--- src/core/sspm_defines.svh ---
// Purpose: offsets, field positions, reset values and timing counts of the sleep power manager
// Assumes: byte-wide registers on a plain address/strobe port
// Notes:   included by bare name
`ifndef SSPM_DEFINES_SVH
`define SSPM_DEFINES_SVH

`define SSPM_ADDR_SLEEP_CFG      8'h00
`define SSPM_ADDR_AWAKE_CFG      8'h01
`define SSPM_ADDR_PD_CMD         8'h02
`define SSPM_ADDR_IRQ_EN_LO      8'h03
`define SSPM_ADDR_IRQ_EN_HI      8'h04
`define SSPM_ADDR_ST_CMP_LO      8'h05
`define SSPM_ADDR_ST_CMP_HI      8'h06
`define SSPM_ADDR_AT_CMP_LO      8'h07
`define SSPM_ADDR_AT_CMP_HI      8'h08
`define SSPM_ADDR_ST_CNT_LO      8'h09
`define SSPM_ADDR_ST_CNT_HI      8'h0a
`define SSPM_ADDR_STATUS         8'h0b
`define SSPM_ADDR_CONV_CNT       8'h0c

`define SSPM_PD_KEY              8'ha9

// sleep config fields
`define SSPM_SC_TARGET_LSB       0
`define SSPM_SC_MEAS_LSB         2
`define SSPM_SC_BIAS_LOW_BIT     5
`define SSPM_SC_BIAS_ULTRA_BIT   6
`define SSPM_SC_REFBUF_BIT       7
`define SSPM_SLEEP_CFG_RST       8'h20

// awake config fields
`define SSPM_AC_ADC_I_BIT        0
`define SSPM_AC_ADC_V_BIT        1
`define SSPM_AC_BIAS_LOW_BIT     2
`define SSPM_AC_BIAS_ULTRA_BIT   3
`define SSPM_AC_REFBUF_BIT       4
`define SSPM_AWAKE_CFG_RST       8'h00

// wake source bits of the interrupt enable mask
`define SSPM_IRQ_WDOG_BIT        0
`define SSPM_IRQ_STIMER_BIT      1
`define SSPM_IRQ_LINWAKE_BIT     4
`define SSPM_IRQ_CUR_ADC_MASK    16'h0f00

// status bits
`define SSPM_ST_VALID_BIT        1
`define SSPM_ST_REACHED_BIT      0

`define SSPM_CLK_HZ              125000000
`define SSPM_LP_CLK_HZ           125000
`define SSPM_LP_DIV              (`SSPM_CLK_HZ / `SSPM_LP_CLK_HZ)
`define SSPM_SETTLE_US           100
`define SSPM_SETTLE_CYC          ((`SSPM_SETTLE_US * (`SSPM_CLK_HZ / 1000000)))

`endif

--- src/core/sspm_pkg.sv ---
// Purpose: types of the sleep power manager
// Assumes: constants live in sspm_defines.svh
// Notes:   none
package sspm_pkg;

    typedef enum logic [2:0]
    {
        ST_AWAKE,
        ST_ARMED,
        ST_ENTER,
        ST_SLEEP,
        ST_MEASURE,
        ST_SETTLE
    } sspm_state_e;

    typedef struct packed
    {
        logic       hp_osc_on;
        logic       line_tx_on;
        logic       host_clk_on;
        logic       io_reg_on;
        logic       core_reg_on;
        logic       lp_clk_sel;
        logic       div_clk_run;
        logic [1:0] bias_cut;
        logic       refbuf_oc_on;
        logic       adc_i_pwr;
        logic       adc_v_pwr;
    } sspm_power_s;

    typedef struct packed
    {
        logic       start;
        logic       stop;
        logic [1:0] mode;
    } sspm_adc_ctl_s;

endpackage

--- src/core/sspm_top.sv ---
// Purpose: sleep and deep-sleep power manager with timers and sleep-time current sampling
// Assumes: one clock, low-rate sleep tick made by a divider enable; host on a register port
// Notes:   wake event inputs are level requests from the interrupt block, ungated on arrival and enable-gated per bit here
//
// What this block does
// - sleep powers down transmitter, oscillator, host clock
// - sleep uses low rate clock, divided stopped
// - deep sleep drops both regulators, indicator low
// - analog power and adc controls follow setup
// - target select 0,1 light, 2 deep
// - setup 0 idle, 1 discrete current
// - bias cut bits give 10,5,15 percent
// - sleep bias defaults low cut, awake none
// - sleep refbuf bit powers up, awake powers down
// - sleep refbuf bit resets to zero
// - entry clears sleep and trigger timers
// - sleep timer always runs, trigger only discrete
// - compare wakes if enabled, else timer halts
// - status bit shows compare reached
// - awake stops sleep timer, count stays readable
// - idle setup: adcs off, three wake sources
// - enable bits 0,1,4 gate wake sources
// - enabled event wakes, awake settings restored
// - after settle host clock on, deep releases reset
// - discrete: current adc only on trigger
// - current adc events wake, abort conversion
// - pending wake refuses or reverses entry
// - refused entry clears timer valid flag
//
// Local design decisions: the register addresses and the plain strobed port.
`timescale 1ns/1ps
`include "sspm_defines.svh"

module sspm_top
(
    input  wire logic                  CLK_I,
    input  wire logic                  RST_I,
    input  wire logic [7:0]            ADDR_I,
    input  wire logic [7:0]            WDATA_I,
    input  wire logic                  WR_I,
    input  wire logic                  RD_I,
    output logic      [7:0]            RDATA_O,
    input  wire logic                  CHIP_SELECT_N_I,
    input  wire logic [15:0]           IRQ_EVENT_I,
    input  wire logic                  ADC_DONE_I,
    output sspm_pkg::sspm_power_s      POWER_O,
    output sspm_pkg::sspm_adc_ctl_s    ADC_CTL_O,
    output logic                       SLEEP_INDICATOR_N_O,
    output logic                       HOST_RESET_N_O,
    output logic                       ADC_OWNED_O
);

    sspm_pkg::sspm_state_e state_reg;
    logic [7:0]  sleep_power_config_reg;
    logic [7:0]  awake_power_config_reg;
    logic [15:0] interrupt_enable_mask_reg;
    logic [15:0] sleep_timer_compare_reg;
    logic [15:0] adc_trigger_compare_reg;
    logic [15:0] sleep_timer_count_reg;
    logic [15:0] adc_trigger_count_reg;
    logic [7:0]  conv_per_trigger_reg;
    logic [7:0]  conv_left_reg;
    logic        timer_valid_reg;
    logic        timer_reached_reg;
    logic        cmd_armed_reg;
    logic        deep_reg;
    logic [9:0]  div_reg;
    logic        tick_reg;
    logic [15:0] settle_reg;
    logic [2:0]  cs_sync_reg;
    logic [15:0] irq_s1_reg;
    logic [15:0] irq_s2_reg;
    logic [15:0] irq_s3_reg;
    logic [1:0]  sleep_target_select;
    logic [2:0]  sleep_measure_setup;
    logic        discrete;
    logic [15:0] wake_mask;
    logic        wake;
    logic        cs_high;

    assign sleep_target_select = sleep_power_config_reg[`SSPM_SC_TARGET_LSB +: 2];
    assign sleep_measure_setup = sleep_power_config_reg[`SSPM_SC_MEAS_LSB +: 3];
    assign discrete            = (sleep_measure_setup == 3'h1);
    assign cs_high             = cs_sync_reg[1] & cs_sync_reg[2];

    // wake sources allowed by the selected setup, gated by the enable mask
    assign wake_mask = (16'h0001 << `SSPM_IRQ_WDOG_BIT) | (16'h0001 << `SSPM_IRQ_STIMER_BIT)
                     | (16'h0001 << `SSPM_IRQ_LINWAKE_BIT)
                     | (discrete ? `SSPM_IRQ_CUR_ADC_MASK : 16'h0000);

    // stable-event sampling: the second and third stages must agree
    always_ff @(posedge CLK_I)
    begin
        if (RST_I)
        begin
            irq_s1_reg  <= 16'h0000;
            irq_s2_reg  <= 16'h0000;
            irq_s3_reg  <= 16'h0000;
            cs_sync_reg <= 3'h7;
        end
        else
        begin
            irq_s1_reg  <= IRQ_EVENT_I;
            irq_s2_reg  <= irq_s1_reg;
            irq_s3_reg  <= irq_s2_reg;
            cs_sync_reg <= {cs_sync_reg[1:0], CHIP_SELECT_N_I};
        end
    end

    assign wake = |(irq_s2_reg & irq_s3_reg & interrupt_enable_mask_reg & wake_mask)
                | (timer_reached_reg & interrupt_enable_mask_reg[`SSPM_IRQ_STIMER_BIT] & POWER_O.lp_clk_sel);

    // register writes
    always_ff @(posedge CLK_I)
    begin
        if (RST_I)
        begin
            sleep_power_config_reg    <= `SSPM_SLEEP_CFG_RST;
            awake_power_config_reg    <= `SSPM_AWAKE_CFG_RST;
            interrupt_enable_mask_reg <= 16'h0000;
            sleep_timer_compare_reg   <= 16'hffff;
            adc_trigger_compare_reg   <= 16'hffff;
            conv_per_trigger_reg      <= 8'h01;
        end
        else if (WR_I)
        begin
            case (ADDR_I)
                `SSPM_ADDR_SLEEP_CFG:  sleep_power_config_reg          <= WDATA_I;
                `SSPM_ADDR_AWAKE_CFG:  awake_power_config_reg          <= WDATA_I;
                `SSPM_ADDR_IRQ_EN_LO:  interrupt_enable_mask_reg[7:0]  <= WDATA_I;
                `SSPM_ADDR_IRQ_EN_HI:  interrupt_enable_mask_reg[15:8] <= WDATA_I;
                `SSPM_ADDR_ST_CMP_LO:  sleep_timer_compare_reg[7:0]    <= WDATA_I;
                `SSPM_ADDR_ST_CMP_HI:  sleep_timer_compare_reg[15:8]   <= WDATA_I;
                `SSPM_ADDR_AT_CMP_LO:  adc_trigger_compare_reg[7:0]    <= WDATA_I;
                `SSPM_ADDR_AT_CMP_HI:  adc_trigger_compare_reg[15:8]   <= WDATA_I;
                `SSPM_ADDR_CONV_CNT:   conv_per_trigger_reg            <= WDATA_I;
                default:               ;
            endcase
        end
    end

    // register reads, data one cycle after the strobe
    always_ff @(posedge CLK_I)
    begin
        if (RST_I || !RD_I)
        begin
            RDATA_O <= 8'h00;
        end
        else
        begin
            case (ADDR_I)
                `SSPM_ADDR_SLEEP_CFG:  RDATA_O <= sleep_power_config_reg;
                `SSPM_ADDR_AWAKE_CFG:  RDATA_O <= awake_power_config_reg;
                `SSPM_ADDR_IRQ_EN_LO:  RDATA_O <= interrupt_enable_mask_reg[7:0];
                `SSPM_ADDR_IRQ_EN_HI:  RDATA_O <= interrupt_enable_mask_reg[15:8];
                `SSPM_ADDR_ST_CMP_LO:  RDATA_O <= sleep_timer_compare_reg[7:0];
                `SSPM_ADDR_ST_CMP_HI:  RDATA_O <= sleep_timer_compare_reg[15:8];
                `SSPM_ADDR_AT_CMP_LO:  RDATA_O <= adc_trigger_compare_reg[7:0];
                `SSPM_ADDR_AT_CMP_HI:  RDATA_O <= adc_trigger_compare_reg[15:8];
                `SSPM_ADDR_ST_CNT_LO:  RDATA_O <= sleep_timer_count_reg[7:0];
                `SSPM_ADDR_ST_CNT_HI:  RDATA_O <= sleep_timer_count_reg[15:8];
                `SSPM_ADDR_STATUS:     RDATA_O <= {6'h00, timer_valid_reg, timer_reached_reg};
                `SSPM_ADDR_CONV_CNT:   RDATA_O <= conv_per_trigger_reg;
                default:               RDATA_O <= 8'h00;
            endcase
        end
    end

    // low-rate sleep tick
    always_ff @(posedge CLK_I)
    begin
        if (RST_I)
        begin
            div_reg  <= 10'h000;
            tick_reg <= 1'b0;
        end
        else if (div_reg == 10'(`SSPM_LP_DIV - 1))
        begin
            div_reg  <= 10'h000;
            tick_reg <= 1'b1;
        end
        else
        begin
            div_reg  <= div_reg + 10'h001;
            tick_reg <= 1'b0;
        end
    end

    // power manager sequence
    always_ff @(posedge CLK_I)
    begin
        if (RST_I)
        begin
            state_reg     <= sspm_pkg::ST_AWAKE;
            cmd_armed_reg <= 1'b0;
            deep_reg      <= 1'b0;
            settle_reg    <= 16'h0000;
            conv_left_reg <= 8'h00;
        end
        else
        begin
            case (state_reg)
                sspm_pkg::ST_AWAKE:
                begin
                    if (WR_I && ADDR_I == `SSPM_ADDR_PD_CMD && WDATA_I == `SSPM_PD_KEY)
                    begin
                        state_reg <= sspm_pkg::ST_ARMED;
                    end
                end
                sspm_pkg::ST_ARMED:
                begin
                    if (wake)
                    begin
                        state_reg <= sspm_pkg::ST_AWAKE;
                    end
                    else if (cs_high)
                    begin
                        state_reg <= sspm_pkg::ST_ENTER;
                        deep_reg  <= (sleep_target_select == 2'h2);
                    end
                end
                sspm_pkg::ST_ENTER:
                begin
                    state_reg <= wake ? sspm_pkg::ST_SETTLE : sspm_pkg::ST_SLEEP;
                    settle_reg <= 16'(`SSPM_SETTLE_CYC);
                end
                sspm_pkg::ST_SLEEP:
                begin
                    settle_reg <= 16'(`SSPM_SETTLE_CYC);
                    if (wake)
                    begin
                        state_reg <= sspm_pkg::ST_SETTLE;
                    end
                    else if (discrete && tick_reg && adc_trigger_count_reg >= adc_trigger_compare_reg)
                    begin
                        state_reg     <= sspm_pkg::ST_MEASURE;
                        conv_left_reg <= conv_per_trigger_reg;
                    end
                end
                sspm_pkg::ST_MEASURE:
                begin
                    if (wake)
                    begin
                        state_reg <= sspm_pkg::ST_SETTLE;
                    end
                    else if (ADC_DONE_I)
                    begin
                        conv_left_reg <= conv_left_reg - 8'h01;
                        if (conv_left_reg <= 8'h01)
                        begin
                            state_reg <= sspm_pkg::ST_SLEEP;
                        end
                    end
                end
                sspm_pkg::ST_SETTLE:
                begin
                    if (settle_reg == 16'h0000)
                    begin
                        state_reg <= sspm_pkg::ST_AWAKE;
                        deep_reg  <= 1'b0;
                    end
                    else
                    begin
                        settle_reg <= settle_reg - 16'h0001;
                    end
                end
                default:               state_reg <= sspm_pkg::ST_AWAKE;
            endcase
        end
    end

    // sleep timer and trigger timer
    always_ff @(posedge CLK_I)
    begin
        if (RST_I)
        begin
            sleep_timer_count_reg <= 16'h0000;
            adc_trigger_count_reg <= 16'h0000;
            timer_reached_reg     <= 1'b0;
            timer_valid_reg       <= 1'b0;
        end
        else if (state_reg == sspm_pkg::ST_ARMED && wake)
        begin
            timer_valid_reg <= 1'b0;
        end
        else if (state_reg == sspm_pkg::ST_ENTER)
        begin
            sleep_timer_count_reg <= 16'h0000;
            adc_trigger_count_reg <= 16'h0000;
            timer_reached_reg     <= 1'b0;
            timer_valid_reg       <= 1'b1;
        end
        else if ((state_reg == sspm_pkg::ST_SLEEP || state_reg == sspm_pkg::ST_MEASURE) && tick_reg)
        begin
            if (sleep_timer_count_reg >= sleep_timer_compare_reg)
            begin
                timer_reached_reg <= 1'b1;
            end
            else
            begin
                sleep_timer_count_reg <= sleep_timer_count_reg + 16'h0001;
            end
            if (discrete)
            begin
                adc_trigger_count_reg <= (adc_trigger_count_reg >= adc_trigger_compare_reg) ?
                                         16'h0000 : adc_trigger_count_reg + 16'h0001;
            end
        end
    end

    // power and clock outputs
    always_ff @(posedge CLK_I)
    begin
        if (RST_I)
        begin
            POWER_O             <= '0;
            ADC_CTL_O           <= '0;
            SLEEP_INDICATOR_N_O <= 1'b1;
            HOST_RESET_N_O      <= 1'b1;
            ADC_OWNED_O         <= 1'b0;
        end
        else if (state_reg == sspm_pkg::ST_SLEEP || state_reg == sspm_pkg::ST_MEASURE)
        begin
            POWER_O.hp_osc_on    <= 1'b0;
            POWER_O.line_tx_on   <= 1'b0;
            POWER_O.host_clk_on  <= 1'b0;
            POWER_O.lp_clk_sel   <= 1'b1;
            POWER_O.div_clk_run  <= 1'b0;
            POWER_O.io_reg_on    <= ~deep_reg;
            POWER_O.core_reg_on  <= ~deep_reg;
            SLEEP_INDICATOR_N_O  <= ~deep_reg;
            HOST_RESET_N_O       <= ~deep_reg;
            POWER_O.bias_cut     <= {sleep_power_config_reg[`SSPM_SC_BIAS_ULTRA_BIT],
                                     sleep_power_config_reg[`SSPM_SC_BIAS_LOW_BIT]};
            POWER_O.refbuf_oc_on <= sleep_power_config_reg[`SSPM_SC_REFBUF_BIT];
            POWER_O.adc_i_pwr    <= (state_reg == sspm_pkg::ST_MEASURE);
            POWER_O.adc_v_pwr    <= 1'b0;
            ADC_CTL_O.start      <= (state_reg == sspm_pkg::ST_MEASURE);
            ADC_CTL_O.stop       <= (state_reg == sspm_pkg::ST_MEASURE) && wake;
            ADC_CTL_O.mode       <= 2'h1;
            ADC_OWNED_O          <= 1'b1;
        end
        else
        begin
            POWER_O.hp_osc_on    <= 1'b1;
            POWER_O.line_tx_on   <= 1'b1;
            POWER_O.host_clk_on  <= (state_reg != sspm_pkg::ST_SETTLE);
            POWER_O.lp_clk_sel   <= 1'b0;
            POWER_O.div_clk_run  <= 1'b1;
            POWER_O.io_reg_on    <= 1'b1;
            POWER_O.core_reg_on  <= 1'b1;
            SLEEP_INDICATOR_N_O  <= 1'b1;
            HOST_RESET_N_O       <= ~(deep_reg && state_reg == sspm_pkg::ST_SETTLE);
            POWER_O.bias_cut     <= {awake_power_config_reg[`SSPM_AC_BIAS_ULTRA_BIT],
                                     awake_power_config_reg[`SSPM_AC_BIAS_LOW_BIT]};
            POWER_O.refbuf_oc_on <= ~awake_power_config_reg[`SSPM_AC_REFBUF_BIT];
            POWER_O.adc_i_pwr    <= awake_power_config_reg[`SSPM_AC_ADC_I_BIT];
            POWER_O.adc_v_pwr    <= awake_power_config_reg[`SSPM_AC_ADC_V_BIT];
            ADC_CTL_O.start      <= 1'b0;
            ADC_CTL_O.stop       <= (state_reg == sspm_pkg::ST_ENTER);
            ADC_CTL_O.mode       <= 2'h0;
            ADC_OWNED_O          <= (state_reg == sspm_pkg::ST_ENTER);
        end
    end

endmodule

--- config.mk ---
export PLATFORM = sky130hd
export DESIGN_NAME = sspm_top
export DESIGN_NICKNAME = d
export VERILOG_FILES = /design/src/core/sspm_pkg.sv /design/src/core/sspm_top.sv
export VERILOG_INCLUDE_DIRS = /design/src /design/src/core
export SDC_FILE = /design/constraint.sdc
export NUM_CORES = 1
export LEC_CHECK = 0
export BUFFER_PORTS_ARGS = -buffer_cell sky130_fd_sc_hd__clkbuf_2
export CORE_UTILIZATION = 30
export DETAILED_ROUTE_END_ITERATION = 10
export PLACE_DENSITY = 0.51
export SETUP_SLACK_MARGIN = 0.02
export SYNTH_ARGS = -nofsm -noshare
export SYNTH_HDL_FRONTEND = slang
export SYNTH_SLANG_ARGS = --single-unit
--- constraint.sdc ---
create_clock -name CLK_I -period 4.1 [get_ports CLK_I]
set_input_delay 0.615 -clock CLK_I [delete_from_list [all_inputs] [get_ports CLK_I]]
set_output_delay 0.615 -clock CLK_I [all_outputs]
set_load 0.005 [all_outputs]
==> impl_metrics.toml, run 1 <==
[placement]
dp_hpwl_mm = 18.7
gp_congestion = 0.873
dpl-instance-area_mm2 = 0.00967
portBuffers = 54

[clock_network]
htree_levels = 4
post_cts_resized = 0
cts_tree = "done"
cts-buffers-inserted = 17
holdBufCountCts = 0
clock_path_buffers = 2
post_cts_buffers = 0
clock_sinks = 191
clk_pin_slew_ns = 0.08
clockRootBuffer = "clkbuf_16"
clk_latency_ns = 0.45

[grt]
antenna_found_initial = 2
grt_max_degree = 66
grt.total_usage_pct = 17.4
grt_overflow = 0
grt_pass1_wl_mm = 41.5
grt_pass1_vias = 7358

[layout]
nets = 1174
areaGrowthSynthToFinish_pct = 12.4
layout_common_cells = "dfxtp_1 (191), nand2_1 (138), nor2_1 (99)"
fillers = 3098
finalInstanceArea_mm2 = 0.0102
drive_gt1_share_pct = 10.6
fin_util_pct = 34.4
layout_commonest_cell = "dfxtp_1"

[sta]
max_slew_margin_pct = 45.5
period_share_pct = 68.1
final-max-slew-violation-count = 0
tightest_slew_ns = 0.817
finalSetupViolCount = 0
tns_ns = 0
rsz0062_at_grt = "no"
fmax_mhz = 358
hold_viol_final = 0
min_period_ns = 2.79
skew_ns = 0.0147

[setup_path]
cpLargestDelayFamily = "simple AND/OR/NAND/NOR gates"
max_stage_delay_ns = 0.55
crit_type = "reg -> reg"
cp_slowest_cell = "dfxtp_1"
end_kind = "register"
path_depth = 7
worst-path-buf-inv = 1
cp.arrival_ns = 3.16
required_ns = 4.47
crit_path_cell_trace = "nor3b_1 -> buf_4 -> a22o_1 -> nand4_1 -> or2_2 -> or3_1 -> a21oi_1"
worst_setup_path_start_kind = "register"
cp_max_fo = 13
r2r_cells = 7

[die]
core-area_mm2 = 0.0297
die_area_mm2 = 0.0310
die_w_um = 176
num_rows = 63
start_util_pct = 30.6
die_y_um = 176
pin_count = 65

[logic_synthesis]
synth_edf_count = 0
ys_warn_count = 0
synthFlopType = "dfxtp_1"
async_reset_ff_share_pct = 0
yosysUniqueCellTypes = 67
synth_top_cell_by_area = "dfxtp_1"
synthTopCellsByArea = "dfxtp_1 (42%), nand2_1 (5.7%), ha_1 (5.2%), a21oi_1 (4.8%), nor2_1 (4.1%)"
synth_nets = 1157
syn-mean-instance-area_um2 = 8.41
ys_ff_latch = 191
netlist_area_mm2 = 0.00909
synth_cells = 1081
yosys.area.top_type_share_pct = 42.0
yosysSeqAreaShare_pct = 42.0

[route]
drc = 0
post_drt_wl_per_cell_um = 17.6
vias_per_cell = 5.19
vias = 7802
postRouteAntennaNets = 0
wl_mm = 26.4
dr.pass1.iters = 5
dr.first_iter.drc_count = 698

[run_status]
status = "completed"

[min_path]
whs_path_depth = 2
hp-class = "in -> reg"

[power_and_ir_drop]
p_sw_w = 0.00105
leakage_nw = 4.05
pwr-share-clk_pct = 41.4
power_density_mw_per_mm2 = 379
internal_power_w = 0.00282
seqPwrFrac_pct = 49.8
switching_share_pct = 27.2
vdd_drop_max_uv = 274
combPwrFrac_pct = 8.7

[run]
cap_violations = 0
## power by group through the flow
stage	clock network [W]	registers, W	logic [W]
finish	0.00161	0.00193	0.000338
global route	0.00172	0.00194	0.000373
CTS	0.00165	0.00193	0.000338
detailed placement	0	0.00197	0.000336
global placement	0	0.00197	0.000335
floorplan	0	0.00196	0.000245
## per-layer routing
layer	share of wire, %	GRT usage, %	vias up
met2	45	27.6	209
li1	-	-	3873
met1	48	23.6	3694
met5	0	0	-
met3	5.2	3.40	26
met4	2.0	6.05	0
## layout make-up
type,instances,area (µm²),area share (%)
tap,390,488,4.77
sequential,191,3820,37.4
clock inverter,13,119,1.16
clock buffer,18,429,4.20
timing repair buffer,67,370,3.62
antenna,2,5.00,0.0490
multi-input combinational,773,4810,47.0
inverter,48,180,1.76
## path summary, 6_finish.rpt
check	from	to	slack, ns
min	CHIP_SELECT_N_I	cs_sync_reg[0]	0.36
max reg2reg	state_reg[2]	sleep_timer_count_reg[7]	1.31
min reg2reg	deep_reg	POWER_O[8]	0.41
max	state_reg[2]	sleep_timer_count_reg[7]	1.31
## per-stage QoR
stage	hold slack (ns)	setup slack, ns	power, W	cells
detailed placement	0.400	1.13	0.00231	1469
global placement	0.401	1.13	0.00231	1469
CTS	0.353	1.32	0.00392	1500
global route	0.355	1.06	0.00403	1502
floorplan	0.389	1.70	0.00221	1081
finish	0.361	1.31	0.00388	1502
## Yosys cell counts (4+ instances only)
cell / number
a211oi_1: 4
a21o_1: 4
a21oi_1: 87
a221oi_1: 6
a22o_1: 6
a22oi_1: 14
a31oi_1: 7
and2_1: 7
and3_1: 10
buf_1: 4
buf_2: 5
buf_4: 5
clkbuf_1: 55
dfxtp_1: 191
ha_1: 38
inv_1: 48
mux2i_1: 30
nand2_1: 138
nand2b_1: 5
nand3_1: 43
nand4_1: 13
nor2_1: 99
nor2b_1: 27
nor3_1: 16
nor3b_1: 5
nor4_1: 8
o2111ai_1: 4
o211ai_1: 35
o21ai_0: 32
o22ai_1: 6
o31ai_1: 14
o32ai_1: 4
o41ai_1: 5
or2_2: 5
or3_1: 11
or4_1: 13
xnor2_1: 26
xor2_1: 8
## cell families after synthesis
family / synth area share [%]
xor+xnor: 3.27
mux: 4.17
simple gates: 22.3
buf+inv: 5.10
compound gates: 17.8
fa+ha+maj: 5.23
other cells: 0.0412
flops: 42.0
## worst reg2reg max path, cell delays in order (launching register included)
cell and delay [ns]:
dfxtp_1 0.55, nor3b_1 0.23, buf_4 0.22, a22o_1 0.33
nand4_1 0.48, or2_2 0.47, or3_1 0.31, a21oi_1 0.14
No activity file was read; power rests on OpenSTA's default activity.
==> run 2: changes to the inputs <==
PLACE_DENSITY = 0.53   (was 0.51)
clock period = 2.52 ns   (was 4.1 ns; I/O delays follow)
==> run 2 against run 1 <==
  * Non-clock buffer count rose by 60
  * Hold slack worse by 0.22 ns
  * Register-to-register slack got worse by 1.2 ns
  * Critical path depth increased by 2
  * Die area is the same
  * Critical endpoint is now sleep_timer_count_reg[6]
  * Flip-flop and latch count did not move
  * Global-route usage up 0.31 points
  * Worst setup slack lost 1.2 ns
  * Combinational power grew 82%
  * Sequential power grew 63%
  * Cell count is 4.1% higher
  * Clock power rose by 71%
==> impl_metrics.toml, run 2 (same netlist as run 1, synthesis figures left out) <==
[die]
num_rows = 63
die_y_um = 176
start_util_pct = 30.6
pin_count = 65
die_w_um = 176
die_area_mm2 = 0.0310
core-area_mm2 = 0.0297

[route]
drc = 0
postRouteAntennaNets = 0
vias_per_cell = 5.13
vias = 8024
dr.pass1.iters = 5
post_drt_wl_per_cell_um = 17.4
wl_mm = 27.2
dr.first_iter.drc_count = 688

[placement]
gp_congestion = 0.935
dp_hpwl_mm = 19.9
pre_cts_slack_ns = -0.0985
dpl-instance-area_mm2 = 0.0101
portBuffers = 54

[grt]
grt_pass1_wl_mm = 42.6
grt_pass1_vias = 7414
grt.total_usage_pct = 17.8
antenna_found_initial = 3
grt_max_degree = 50
grt_overflow = 0

[setup_path]
reg2reg_from = "sleep_timer_compare_reg[11]"
cpLargestDelayFamily = "simple AND/OR/NAND/NOR gates"
max_stage_delay_ns = 0.34
cp_slowest_cell = "ha_1"
cp.arrival_ns = 2.74
reg2reg_slack_ns = 0.15
end_kind = "register"
crit_path_cell_trace = "inv_1 -> ha_1 -> and4_1 -> nor4b_2 -> nand2_1 -> a31oi_4 -> clkdlybuf4s18_2 -> o21ai_0 -> a21oi_1"
worst_setup_path_start_kind = "register"
r2r_cells = 9
r2r-end = "sleep_timer_count_reg[6]"
cp_max_fo = 10
required_ns = 2.89
worst-path-buf-inv = 2
crit_type = "reg -> reg"

[sta]
tightest_slew_ns = 0.599
rsz0062_at_grt = "yes"
skew_ns = 0.0108
whs_ns = 0.136
finalSetupViolCount = 0
final-max-slew-violation-count = 0
period_share_pct = 94.1
max_slew_margin_pct = 60.0
hold_viol_final = 0
fmax_mhz = 422
finalWorstSetupSlack_ns = 0.149
min_period_ns = 2.37

[layout]
finalInstanceArea_mm2 = 0.0108
fillers = 3046
layout_commonest_cell = "dfxtp_1"
nets = 1234
drive_gt1_share_pct = 15.9
layout_common_cells = "dfxtp_1 (191), nand2_1 (138), nor2_1 (99)"
areaGrowthSynthToFinish_pct = 18.8

[power_and_ir_drop]
power_density_mw_per_mm2 = 603
internal_power_w = 0.00487
leakage_nw = 4.38
p_sw_w = 0.00165
switching_share_pct = 25.3
combPwrFrac_pct = 9.4
p_total_w = 0.00651
seqPwrFrac_pct = 48.1
pwr-share-clk_pct = 42.4
vdd_drop_max_uv = 402

[min_path]
hp-start = "CHIP_SELECT_N_I"
whs_path_depth = 2
hp-class = "in -> reg"
hold_end = "cs_sync_reg[0]"

[clock_network]
clock_path_buffers = 2
clk_pin_slew_ns = 0.07
post_cts_buffers = 0
clock_sinks = 191
clockRootBuffer = "clkbuf_16"
clk_latency_ns = 0.43
htree_levels = 4
cts-buffers-inserted = 17
cts_tree = "done"

[run]
cap_violations = 0

[run_status]
status = "completed"
[run 2: layout make-up]
type | count | area, µm² | share of cell area, %
Multi-Input combinational cell | 773 | 4880 | 45.1
Sequential cell | 191 | 3820 | 35.4
Timing Repair Buffer | 127 | 840 | 7.77
Tap cell | 390 | 488 | 4.52
Clock buffer | 21 | 460 | 4.26
Inverter | 48 | 180 | 1.67
Clock inverter | 10 | 129 | 1.19
Antenna cell | 3 | 7.51 | 0.0695
[run 2: metrics by stage]
step / utilization (%) / TNS, ns / instances
6_report: 36.4 / 0 / 1563
5_1_grt: 36.4 / -0.161 / 1563
4_1_cts: 36.1 / 0 / 1559
3_5_place_dp: 34.1 / -0.0985 / 1528
3_3_place_gp: 34.1 / 0 / 1528
2_1_floorplan: - / 0 / 1081
[run 2: worst register-to-register path: stages, from the launching register on]
cell             delay (ns)
dfxtp_1                0.33
inv_1                  0.06
ha_1                   0.34
and4_1                 0.28
nor4b_2                0.30
nand2_1                0.16
a31oi_4                0.25
clkdlybuf4s18_2        0.34
o21ai_0                0.12
a21oi_1                0.13
[run 2: worst max-delay path by stage]
stage	start	endpoint	slack [ns]	depth (start not counted)
after floorplan	sleep_timer_compare_reg[10]	sleep_timer_count_reg[10]	0.30	9
after global placement	ADDR_I[0]	state_reg[0]	0.006	7
after detailed placement	ADDR_I[0]	state_reg[0]	-0.1	7
after CTS	sleep_timer_compare_reg[10]	sleep_timer_count_reg[14]	0.11	9
after global routing	adc_trigger_compare_reg[13]	conv_left_reg[3]	-0.06	8
final	sleep_timer_compare_reg[11]	sleep_timer_count_reg[6]	0.15	9
[run 2: metal layers]
metal | global-route usage [%] | wire length, µm
met1 | 25.0 | 12900
met2 | 26.7 | 12000
met3 | 3.04 | 1520
met4 | 7.14 | 728
met5 | 0 | 0
[run 2: power groups by stage]
stage / combinational [W] / clock [W] / sequential, W
2_1_floorplan: 0.000399 / 0 / 0.00319
3_3_place_gp: 0.000607 / 0 / 0.00320
5_1_grt: 0.000675 / 0.00295 / 0.00314
6_report: 0.000614 / 0.00276 / 0.00314
3_5_place_dp: 0.000607 / 0 / 0.00320
4_1_cts: 0.000611 / 0.00283 / 0.00313
[run 2: repair_timing]
action,in CTS,in global routing
hold buffers,0,0
pin swaps,0,2
endpoints found under the hold margin,0,0
gates cloned,0,1
endpoints found under the setup margin,1,34
gates resized for setup,1,14
==> run 3: changes to the inputs <==
PLACE_DENSITY = 0.55   (was 0.53)
==> run 3 against run 2 <==
  * Design area is 0.83% lower
  * Flip-flop and latch count stayed put
  * Die area stayed put
  * Utilization is 0.30 points lower
  * Global-route usage is 0.054 points lower
  * Non-clock buffer count is 7 lower
  * Routed wire length is 0.82% lower
==> impl_metrics.toml, run 3 (same netlist as run 1, synthesis figures left out) <==
[placement]
portBuffers = 54
gp_congestion = 0.929
pre_cts_slack_ns = -0.284
dp_cells = 1522
dp_hpwl_mm = 19.8

[route]
dr.pass1.iters = 5
postRouteAntennaNets = 0
vias = 8002
vias_per_cell = 5.14
dr.first_iter.drc_count = 704
wl_mm = 26.9
post_drt_wl_per_cell_um = 17.3
drc = 0

[grt]
grt_pass1_vias = 7540
grt_pass1_wl_mm = 42.5
grt.total_usage_pct = 17.7
grt_max_degree = 47
grt_overflow = 0
antenna_found_initial = 2

[setup_path]
worst-path-buf-inv = 1
max_stage_delay_ns = 0.58
worst_setup_path_start_kind = "register"
crit_type = "reg -> reg"
end_kind = "register"
crit_path_cell_trace = "buf_4 -> nor4bb_2 -> nand4b_1 -> nor4b_2 -> a31oi_1 -> o221a_2 -> a211oi_1"
cp_max_fo = 7
required_ns = 2.87
cpLargestDelayFamily = "simple AND/OR/NAND/NOR gates"
cp_slowest_cell = "nor4bb_2"
cp.arrival_ns = 2.80

[power_and_ir_drop]
vdd_drop_max_uv = 433
p_sw_w = 0.00169
internal_power_w = 0.00483
pwr-share-clk_pct = 42.5
combPwrFrac_pct = 9.4
leakage_nw = 4.35
power_density_mw_per_mm2 = 608
switching_share_pct = 25.9
seqPwrFrac_pct = 48.1

[layout]
nets = 1227
areaGrowthSynthToFinish_pct = 17.8
drive_gt1_share_pct = 15.5
layout_commonest_cell = "dfxtp_1"
fin_util_pct = 36.1
layout_common_cells = "dfxtp_1 (190), nand2_1 (138), nor2_1 (99)"
fin_cells = 1556

[clock_network]
clock_path_buffers = 2
clockRootBuffer = "clkbuf_16"
post_cts_buffers = 0
htree_levels = 4
clk_latency_ns = 0.44
clk_pin_slew_ns = 0.07
cts_tree = "done"
cts-buffers-inserted = 17
clock_sinks = 191

[sta]
max_slew_margin_pct = 57.7
tightest_slew_ns = 0.626
min_period_ns = 2.45
fmax_mhz = 409
finalWorstSetupSlack_ns = 0.0743
period_share_pct = 97.1
finalSetupViolCount = 0
hold_viol_final = 0
skew_ns = 0.0110
tns_ns = 0
rsz0062_at_grt = "yes"
final-max-slew-violation-count = 0

[run_status]
status = "completed"

[die]
die_area_mm2 = 0.0310
core-area_mm2 = 0.0297
start_util_pct = 30.6
pin_count = 65
num_rows = 63
die_y_um = 176
die_w_um = 176

[min_path]
hp-class = "in -> reg"

[run]
cap_violations = 0
==> run 3: cell count changes in the layout (fill, tap and decap cells not counted), moves of 2 or more <==
cell and delta:
buf_4 -6, o21ai_1 -3, clkbuf_1 -2, clkbuf_8 +2, clkinvlp_4 +2, o21ai_0 +2
==> run 3: power by group through the flow <==
stage / logic [W] / registers [W] / clock network [W]
2_1_floorplan: 0.000399 / 0.00319 / 0
3_3_place_gp: 0.000601 / 0.00320 / 0
3_5_place_dp: 0.000605 / 0.00321 / 0
4_1_cts: 0.000610 / 0.00314 / 0.00283
5_1_grt: 0.000666 / 0.00314 / 0.00296
6_report: 0.000610 / 0.00314 / 0.00277
==> run 3: repair_timing <==
| action | in CTS | in global routing |
|---|---|---|
| gates resized for setup | 2 | 6 |
| setup endpoints to repair | 1 | 13 |
| gates cloned | 0 | 0 |
| hold buffers | 0 | 0 |
==> run 3: layout make-up <==
cell class | instances | area, µm²
clock inverters | 11 | 120
repair buffers | 120 | 785
diodes | 2 | 5.00
clock buffers | 21 | 480
fillers | 3060 | 19000
multi-input cells | 773 | 4830
well taps | 390 | 488
inverters | 48 | 180
flip-flops and latches | 191 | 3820
==> run 3: layer usage <==
metal,wire length [µm],GRT usage [%],vias up
li1,-,-,3976
met1,12800,24.8,3790
met2,12000,27.0,199
met3,1340,2.73,37
met4,864,7.21,0
met5,0,0,-
==> run 3: path summary, 6_finish.rpt <==
check / depth (start not counted) / start / to / slack (ns)
worst min register to register: 1 / cs_sync_reg[0] / cs_sync_reg[1] / 0.41
worst min-delay path: 2 / CHIP_SELECT_N_I / cs_sync_reg[0] / 0.12
worst max-delay path: 7 / state_reg[0] / state_reg[0] / 0.07
worst max register to register: 7 / state_reg[0] / state_reg[0] / 0.07
==> run 3: stage by stage <==
step	power (W)	cell area [µm²]	hold WS, ns
finish	0.00652	10700	0.121
global route	0.00678	10700	0.122
CTS	0.00658	10700	0.107
detailed placement	0.00381	10100	0.399
global placement	0.00381	10100	0.397
floorplan	0.00359	9090	0.389
